$ cat src/design/graph_parser_pkg.sv
// Constants and carrier types for the graph drawing command parser.
// Assumes 7-bit characters arriving one per strobe from a receiver.
package graph_parser_pkg;

    localparam int char_width = 7;
    localparam int data_width = 10;
    localparam int part_width = 5;
    localparam logic [6:0] char_escape = 7'h1b;
    localparam logic [6:0] char_enter = 7'h31;
    localparam logic [6:0] char_leave = 7'h32;
    localparam logic [6:0] char_delete = 7'h7f;
    localparam logic [6:0] control_limit = 7'h20;
    localparam logic [1:0] data_tag = 2'h1;
    localparam int tag_msb = 6;
    localparam int tag_lsb = 5;

    // Command characters
    localparam logic [6:0] cmd_nop = 7'h40;
    localparam logic [6:0] cmd_status0 = 7'h41;
    localparam logic [6:0] cmd_graph0 = 7'h42;
    localparam logic [6:0] cmd_marker0 = 7'h43;
    localparam logic [6:0] cmd_line0 = 7'h44;
    localparam logic [6:0] cmd_set_x = 7'h48;
    localparam logic [6:0] cmd_status1 = 7'h49;
    localparam logic [6:0] cmd_graph1 = 7'h4a;
    localparam logic [6:0] cmd_marker1 = 7'h4b;
    localparam logic [6:0] cmd_line1 = 7'h4c;

    typedef enum logic [3:0] {
        op_status0 = 4'h0,
        op_graph0 = 4'h1,
        op_marker0 = 4'h2,
        op_line0 = 4'h3,
        op_set_x = 4'h4,
        op_status1 = 4'h5,
        op_graph1 = 4'h6,
        op_marker1 = 4'h7,
        op_line1 = 4'h8
    } op_type;

    typedef enum logic [3:0] {
        mode_normal = 4'h1,
        mode_escape = 4'h2,
        mode_graph = 4'h4,
        mode_graph_escape = 4'h8
    } mode_type;

    typedef struct packed {
        op_type op;
        logic [9:0] value;
    } command_type;

    typedef struct packed {
        logic valid;
        logic [6:0] code;
    } char_type;

endpackage : graph_parser_pkg

$ cat src/design/graph_drawing_command_parser.sv
// Graph drawing mode character parser: mode switching, command decode, data assembly.
// Assumes characters from a receiver on sys_clk, one-cycle strobe per character.
//
// Contract
// Escape then code 061 enters graph drawing mode.
// Escape then 062 in graph mode leaves it, restoring prior mode.
// Ten command characters recognised; @ does nothing.
// B loads graph 0, J loads graph 1 from following data.
// A and I update display status controls from following data.
// C and K load or erase markers per following data.
// D and L load or erase lines per following data.
// H sets the X coordinate from its data value.
// Non-nop commands collect one or two data characters before acting.
// Data characters have top bits 0 then 1, codes 040-077.
// First data character is low five bits, second high five bits.
// Word is low part plus high part times octal 40.
// Single-character commands use the low five-bit value alone.
// Host sends low part first; reversed order gives wrong value.
// Other characters are checked for escape or control code.
// Other non-escape, non-control characters are discarded, mode kept.
// Every escape enters an intermediate state selecting the next function.
// Data without pending command is dropped; new command abandons partial data.
// Per-command table holds the needed data character count.
`timescale 1ns/1ns

module graph_drawing_command_parser #(
    parameter logic [8:0] two_char_mask = 9'h1ff
) (
    input wire logic sys_clk,
    input wire logic srst,
    input wire graph_parser_pkg::char_type rx_char,
    output logic graph_mode,
    output logic escape_pending,
    output logic escape_select,
    output logic [6:0] escape_code,
    output logic control_strobe,
    output logic [6:0] control_code,
    output logic alpha_char_strobe,
    output logic [6:0] alpha_char,
    output logic command_strobe,
    output graph_parser_pkg::command_type command,
    output logic discard_strobe
);

    ////////////////////////////////////////////////////////////////////////
    // Character classes

    function automatic logic is_data(input logic [6:0] code);
        return code[graph_parser_pkg::tag_msb:graph_parser_pkg::tag_lsb] == graph_parser_pkg::data_tag;
    endfunction : is_data

    function automatic logic is_control(input logic [6:0] code);
        return (code < graph_parser_pkg::control_limit) || (code == graph_parser_pkg::char_delete);
    endfunction : is_control

    function automatic logic [graph_parser_pkg::part_width-1:0] data_part(input logic [6:0] code);
        return code[graph_parser_pkg::part_width-1:0];
    endfunction : data_part

    function automatic logic graph_level(input graph_parser_pkg::mode_type m);
        return (m == graph_parser_pkg::mode_graph) || (m == graph_parser_pkg::mode_graph_escape);
    endfunction : graph_level

    function automatic logic escape_level(input graph_parser_pkg::mode_type m);
        return (m == graph_parser_pkg::mode_escape) || (m == graph_parser_pkg::mode_graph_escape);
    endfunction : escape_level

    // Command table lookup
    function automatic logic lookup(input logic [6:0] code, output graph_parser_pkg::op_type op);
        op = graph_parser_pkg::op_status0;
        lookup = 1'b1;
        unique case (code)
            graph_parser_pkg::cmd_status0: op = graph_parser_pkg::op_status0;
            graph_parser_pkg::cmd_status1: op = graph_parser_pkg::op_status1;
            graph_parser_pkg::cmd_graph0: op = graph_parser_pkg::op_graph0;
            graph_parser_pkg::cmd_graph1: op = graph_parser_pkg::op_graph1;
            graph_parser_pkg::cmd_marker0: op = graph_parser_pkg::op_marker0;
            graph_parser_pkg::cmd_marker1: op = graph_parser_pkg::op_marker1;
            graph_parser_pkg::cmd_line0: op = graph_parser_pkg::op_line0;
            graph_parser_pkg::cmd_line1: op = graph_parser_pkg::op_line1;
            graph_parser_pkg::cmd_set_x: op = graph_parser_pkg::op_set_x;
            default: lookup = 1'b0;
        endcase
    endfunction : lookup

    ////////////////////////////////////////////////////////////////////////
    // State

    graph_parser_pkg::mode_type mode;
    graph_parser_pkg::mode_type next_mode;
    logic pending;
    logic need_two;
    logic have_low;
    logic [4:0] low_part;
    graph_parser_pkg::op_type pending_op;

    logic [6:0] code;
    logic is_cmd;
    logic is_nop;
    graph_parser_pkg::op_type decoded_op;
    logic in_graph;
    logic [9:0] word_value;
    logic [9:0] single_value;
    logic take_graph;
    logic take_data;
    logic take_control;
    logic take_stray;
    logic take_alpha;
    logic take_escape_select;

    always_comb begin
        code = rx_char.code;
        is_cmd = lookup(code, decoded_op);
        is_nop = code == graph_parser_pkg::cmd_nop;
        in_graph = graph_level(mode);
        word_value = {data_part(code), low_part};
        single_value = {{graph_parser_pkg::part_width{1'b0}}, data_part(code)};
    end

    always_comb begin
        take_graph = rx_char.valid && (mode == graph_parser_pkg::mode_graph);
        take_data = take_graph && !is_cmd && !is_nop && is_data(code);
        take_control = take_graph && (code != graph_parser_pkg::char_escape) && is_control(code);
        take_stray = take_graph && !is_cmd && !is_nop && !is_data(code) && !is_control(code);
        take_alpha = rx_char.valid && (mode == graph_parser_pkg::mode_normal) && (code != graph_parser_pkg::char_escape);
        take_escape_select = rx_char.valid && escape_level(mode) && (code != graph_parser_pkg::char_escape);
    end

    ////////////////////////////////////////////////////////////////////////
    // Mode machine

    always_comb begin
        next_mode = mode;
        if (rx_char.valid) begin
            unique case (mode)
                graph_parser_pkg::mode_normal: begin
                    if (code == graph_parser_pkg::char_escape) begin
                        next_mode = graph_parser_pkg::mode_escape;
                    end
                end
                graph_parser_pkg::mode_escape: begin
                    if (code == graph_parser_pkg::char_escape) begin
                        next_mode = graph_parser_pkg::mode_escape;
                    end else if (code == graph_parser_pkg::char_enter) begin
                        next_mode = graph_parser_pkg::mode_graph;
                    end else begin
                        next_mode = graph_parser_pkg::mode_normal;
                    end
                end
                graph_parser_pkg::mode_graph: begin
                    if (code == graph_parser_pkg::char_escape) begin
                        next_mode = graph_parser_pkg::mode_graph_escape;
                    end
                end
                graph_parser_pkg::mode_graph_escape: begin
                    if (code == graph_parser_pkg::char_escape) begin
                        next_mode = graph_parser_pkg::mode_graph_escape;
                    end else if (code == graph_parser_pkg::char_leave) begin
                        next_mode = graph_parser_pkg::mode_normal;
                    end else begin
                        next_mode = graph_parser_pkg::mode_graph;
                    end
                end
                default: next_mode = graph_parser_pkg::mode_normal;
            endcase
        end
    end

    always_ff @(posedge sys_clk) begin
        if (srst) begin
            mode <= graph_parser_pkg::mode_normal;
        end else begin
            mode <= next_mode;
        end
    end

    always_ff @(posedge sys_clk) begin
        if (srst) begin
            graph_mode <= 1'b0;
            escape_pending <= 1'b0;
        end else begin
            graph_mode <= graph_level(next_mode);
            escape_pending <= escape_level(next_mode);
        end
    end

    ////////////////////////////////////////////////////////////////////////
    // Command and data collection

    always_ff @(posedge sys_clk) begin
        if (srst) begin
            pending <= 1'b0;
        end else if (take_graph && is_cmd) begin
            pending <= 1'b1;
        end else if (take_graph && is_nop) begin
            pending <= 1'b0;
        end else if (take_data && pending && (!need_two || have_low)) begin
            pending <= 1'b0;
        end else if (!in_graph) begin
            pending <= 1'b0;
        end
    end

    always_ff @(posedge sys_clk) begin
        if (srst) begin
            have_low <= 1'b0;
            low_part <= '0;
        end else if (take_graph && (is_cmd || is_nop)) begin
            have_low <= 1'b0;
        end else if (take_data && pending) begin
            if (need_two && !have_low) begin
                have_low <= 1'b1;
                low_part <= data_part(code);
            end else begin
                have_low <= 1'b0;
            end
        end else if (!in_graph) begin
            have_low <= 1'b0;
        end
    end

    always_ff @(posedge sys_clk) begin
        if (srst) begin
            need_two <= 1'b0;
            pending_op <= graph_parser_pkg::op_status0;
        end else if (take_graph && is_cmd) begin
            need_two <= two_char_mask[decoded_op];
            pending_op <= decoded_op;
        end
    end

    ////////////////////////////////////////////////////////////////////////
    // Outputs

    always_ff @(posedge sys_clk) begin
        if (srst) begin
            command_strobe <= 1'b0;
            command <= '0;
        end else begin
            command_strobe <= 1'b0;
            if (take_data && pending && (!need_two || have_low)) begin
                command_strobe <= 1'b1;
                command.op <= pending_op;
                command.value <= need_two ? word_value : single_value;
            end
        end
    end

    always_ff @(posedge sys_clk) begin
        if (srst) begin
            discard_strobe <= 1'b0;
        end else begin
            discard_strobe <= 1'b0;
            if (take_data && !pending) begin
                discard_strobe <= 1'b1;
            end
            if (take_stray) begin
                discard_strobe <= 1'b1;
            end
        end
    end

    always_ff @(posedge sys_clk) begin
        if (srst) begin
            control_strobe <= 1'b0;
            control_code <= '0;
        end else begin
            control_strobe <= 1'b0;
            if (take_control) begin
                control_strobe <= 1'b1;
                control_code <= code;
            end
        end
    end

    always_ff @(posedge sys_clk) begin
        if (srst) begin
            alpha_char_strobe <= 1'b0;
            alpha_char <= '0;
        end else begin
            alpha_char_strobe <= 1'b0;
            if (take_alpha) begin
                alpha_char_strobe <= 1'b1;
                alpha_char <= code;
            end
        end
    end

    always_ff @(posedge sys_clk) begin
        if (srst) begin
            escape_select <= 1'b0;
            escape_code <= '0;
        end else begin
            escape_select <= 1'b0;
            if (take_escape_select) begin
                escape_select <= 1'b1;
                escape_code <= code;
            end
        end
    end

endmodule : graph_drawing_command_parser

$ cat config.mk
export PLATFORM = sky130hd
export DESIGN_NAME = graph_drawing_command_parser
export DESIGN_NICKNAME = d
export VERILOG_FILES = /design/src/design/graph_parser_pkg.sv /design/src/design/graph_drawing_command_parser.sv
export SDC_FILE = /design/constraint.sdc
export NUM_CORES = 1
export LEC_CHECK = 0
export ABC_AREA = 1
export ABC_CLOCK_PERIOD_IN_PS = 4400
export BUFFER_PORTS_ARGS = -buffer_cell sky130_fd_sc_hd__buf_2
export CORE_ASPECT_RATIO = 0.6
export CORE_MARGIN = 3
export CORE_UTILIZATION = 45
export CTS_BUF_LIST = sky130_fd_sc_hd__clkbuf_8 sky130_fd_sc_hd__clkbuf_16
export DETAILED_ROUTE_END_ITERATION = 7
export GPL_TIMING_DRIVEN = 0
export PLACE_DENSITY = 0.64
export SYNTH_ARGS = -nofsm -noshare
export SYNTH_HDL_FRONTEND = slang
export SYNTH_SLANG_ARGS = --single-unit
$ cat constraint.sdc
create_clock -name sys_clk -period 4.4 [get_ports sys_clk]
set_input_delay 0.44 -clock sys_clk [delete_from_list [all_inputs] [get_ports sys_clk]]
set_output_delay 0.44 -clock sys_clk [all_outputs]
set_load 0.02 [all_outputs]
==> metrics.txt <==
outcome=finished, final reports clean; Hold Path Cell Cnt=3; placer congestion estimate=slightly above 0.8; biggest area consumer among synthesized cells=sky130_fd_sc_hd__dfxtp_1; via count of the first global-routing pass=2412; number of maximum-capacitance violations=0; initial antenna violation count=0; Critical-path top delay cell=sky130_fd_sc_hd__dfxtp_1; area grow syn2layout=21.2%; total via count after detailed routing=around 2600; latest clock arrival within the worst-skew pair=approximately 0.34 ns; Worst Setup EP=command[7]; setup slack on the worst flop-to-flop path=2.74 ns; Max Root-Sink Buffers=2; share of cells above drive strength 1=0.217; Most used DFF post-synth=sky130_fd_sc_hd__dfxtp_1; setup fix buffers added after clock tree synthesis=0; most used standard cells in the synthesized netlist=sky130_fd_sc_hd__nand2_1, sky130_fd_sc_hd__nor2_1, sky130_fd_sc_hd__dfxtp_1, sky130_fd_sc_hd__inv_1, sky130_fd_sc_hd__a21oi_1; portion of the post-synthesis area used by sequential elements=0.432; depth of the most critical reg-to-reg path=7; Setup Skew=roughly 0.012 ns; post-DP HPWL=around 4900 um; Relative slew margins=0.607; actual slew at the worst max-slew pin=around 0.59 ns; wire length of the first global-routing pass=roughly 11000 um; detailed-route vias per instance=4.78; biggest area contributors in the synthesized netlist=sky130_fd_sc_hd__dfxtp_1, sky130_fd_sc_hd__nand2_1, sky130_fd_sc_hd__nor2_1; reg-to-reg startpoint=mode[0]; cts repair resizes=0; share of the clock period used by the worst path after layout=0.378; largest fanout of any net on the critical path=10; TritonCTS clock tree=done; initial core utilization=0.473; unrepaired setup endpoints after global routing=false; std cell rows=21; final count of pins violating max slew=0; count of endpoints failing hold in the final timing report=0; Antenna diodes=0; Pwr Density=approximately 370 nW/um^2; timing startpoint of the critical path=mode[0]; count of nets left with antenna violations after detail routing=0; WP data required=4.64 ns; die height=~66 um; Layout Nets=approximately 460; post-route standard cell area excluding fillers=between 3000 and 4000 um^2; clk root buf=sky130_fd_sc_hd__clkbuf_8; Reg-to-Reg End=command[7]; instance area at placement=3030 um^2; total of endpoints with negative setup slack in the final report=0; IO Port Bufs=48; cells traversed along the worst timing path=nor2_1 -> nand4_2 -> nor2_2 -> nand4_4 -> buf_4 -> nor2_1 -> nor2_1; maximum level of the CTS H-tree=3; total number of yosys warnings=0; synthesized area divided by synthesized cell count=a little under 7 um^2; Synth Net Count=around 400; Yosys top cell area share=0.432; worst vdd rail ir drop=225 uV; number of enable-type register cells in the synthesized netlist=0; Achievable Freq=between 0.6 and 0.7 GHz; I/O Pins=52; worst hold-check path type=in -> reg; Pre-antenna DRT Iters=5; cell with the most instances on the worst path=sky130_fd_sc_hd__nor2_1; highest cell delay on the worst timing path=around 0.33 ns; remaining global-route overflow=0; per-cell routed wire length=between 10 and 15 um; Die Footprint=slightly below 7000 um^2; post-route setup TNS=0 ns; quantity of hold-fixing buffers added after cts=0; Synth Register Bits=58; clock sink count=between 50 and 60; async set-or-reset flop fraction in the synthesized netlist=0; Overall Global Routing Usage=0.210; Cells after Synth=between 300 and 400; maximum number of pins on one net before global-route repair=11; final period demand of the worst path=about 1.7 ns; arrival time worst endpoint=approximately 1.9 ns; Worst Setup End Kind=flip-flop; cell with the most instances after synthesis=sky130_fd_sc_hd__nand2_1; count of unique library cells instantiated by Yosys=26; start point of the worst hold path=rx_char[2]; die width=106 um; core region area=~5700 um^2; Routed WL=around 6700 um; post-CTS clock slew at the launch and capture registers of the worst setup and hold paths=0.07 ns; number of buffers inserted during clock tree synthesis=9; kind of start point of the critical path=flip-flop; critical setup path kind=reg -> reg; number of inserted filler cells in the final layout=about 560; drc violations=0; Netlist Area Pre-Place=approximately 2700 um^2; initial DRC count=137; Pleak=roughly 1.7 nW
==> worst min path at each step <==
| stage | end | slack (ns) |
|---|---|---|
| CTS | low_part[2] | 0.41 |
| global route | low_part[3] | 0.42 |
| floorplan | command[10] | 0.45 |
| detailed placement | escape_code[6] | 0.44 |
| finish | low_part[2] | 0.42 |
| global placement | escape_code[1] | 0.43 |
==> stage by stage <==
| step | setup WS [ns] | total power, mW | hold WS (ns) | cells | util |
|---|---|---|---|---|---|
| 2_1_floorplan | 2.75 | 0.620 | 0.450 | 393 | - |
| 3_3_place_gp | 2.51 | 0.652 | 0.431 | 521 | 0.533 |
| 3_5_place_dp | 2.49 | 0.654 | 0.436 | 521 | 0.533 |
| 4_1_cts | 2.73 | 1.21 | 0.406 | 537 | 0.574 |
| 5_1_grt | 2.58 | 1.26 | 0.418 | 537 | 0.574 |
| 6_report | 2.74 | 1.21 | 0.415 | 537 | 0.574 |
==> metal layers <==
layer / vias to the layer above / routed length (um) / part of all wire / track usage
met3: 9 / 597 / 0.089 / 0.0702
met2: 87 / 2690 / 0.40 / 0.304
met1: 1139 / 3350 / 0.50 / 0.288
met4: 0 / 78 / 0.012 / 0.0872
met5: - / 0 / 0 / 0
li1: 1334 / - / - / -
==> area by class of cell <==
type                            count  area, um^2  share of cell area
Buffer                             17         111              0.0342
Clock buffer                       11         151              0.0465
Multi-Input combinational cell    262        1200               0.370
Sequential cell                    58        1160               0.357
Inverter                           56         210              0.0646
Clock inverter                      5        77.6              0.0238
Tap cell                           80         100              0.0307
Timing Repair Buffer               48         240              0.0738
==> cells by family after synthesis <==
logic type,after synthesis,share of synthesized area
flip-flops,58,0.432
AND/OR/NAND/NOR,198,0.327
AO/OA/AOI/OAI,64,0.122
buffers and inverters,73,0.120
==> critical path, delay by kind of cell (launching register included) <==
kind	cells	cell delay [ns]
simple gates	6	1.02
flops	1	0.33
buf+inv	1	0.21
==> report_power, final <==
| part | leakage, nW | internal (mW) | switching (mW) |
|---|---|---|---|
| clock | 0.121 | 0.348 | 0.216 |
| combinational | 1.13 | 0.0292 | 0.0716 |
| sequential | 0.470 | 0.536 | 0.00574 |
| total | 1.72 | 0.913 | 0.294 |
==> cell usage in the layout, fill, tap and decap left out, types with 2 or more instances in the layout <==
master,count
sky130_fd_sc_hd__nand2_1,89
sky130_fd_sc_hd__clkbuf_8,11
sky130_fd_sc_hd__nor3_1,8
sky130_fd_sc_hd__inv_2,9
sky130_fd_sc_hd__nor2_4,2
sky130_fd_sc_hd__nand2_2,5
sky130_fd_sc_hd__bufinv_16,2
sky130_fd_sc_hd__nor2_2,3
sky130_fd_sc_hd__clkbuf_1,5
sky130_fd_sc_hd__inv_1,48
sky130_fd_sc_hd__a21oi_1,30
sky130_fd_sc_hd__o21ai_0,28
sky130_fd_sc_hd__nand3_1,14
sky130_fd_sc_hd__nor2_1,70
sky130_fd_sc_hd__buf_6,3
sky130_fd_sc_hd__buf_4,6
sky130_fd_sc_hd__dfxtp_1,58
sky130_fd_sc_hd__nand4_2,2
sky130_fd_sc_hd__o21ai_1,4
sky130_fd_sc_hd__buf_2,50
==> flip-flops by register name, indices dropped and copies added (netlist names) <==
| register | count |
|---|---|
| command | 14 |
| alpha_char | 7 |
| command_strobe | 1 |
| have_low | 1 |
| escape_pending | 1 |
| control_strobe | 1 |
| control_code | 7 |
| discard_strobe | 1 |
| mode | 4 |
| graph_mode | 1 |
| pending_op | 4 |
| low_part | 5 |
| alpha_char_strobe | 1 |
| pending | 1 |
| need_two | 1 |
| escape_code | 7 |
| escape_select | 1 |
No activity file was read; power rests on OpenSTA's default activity.
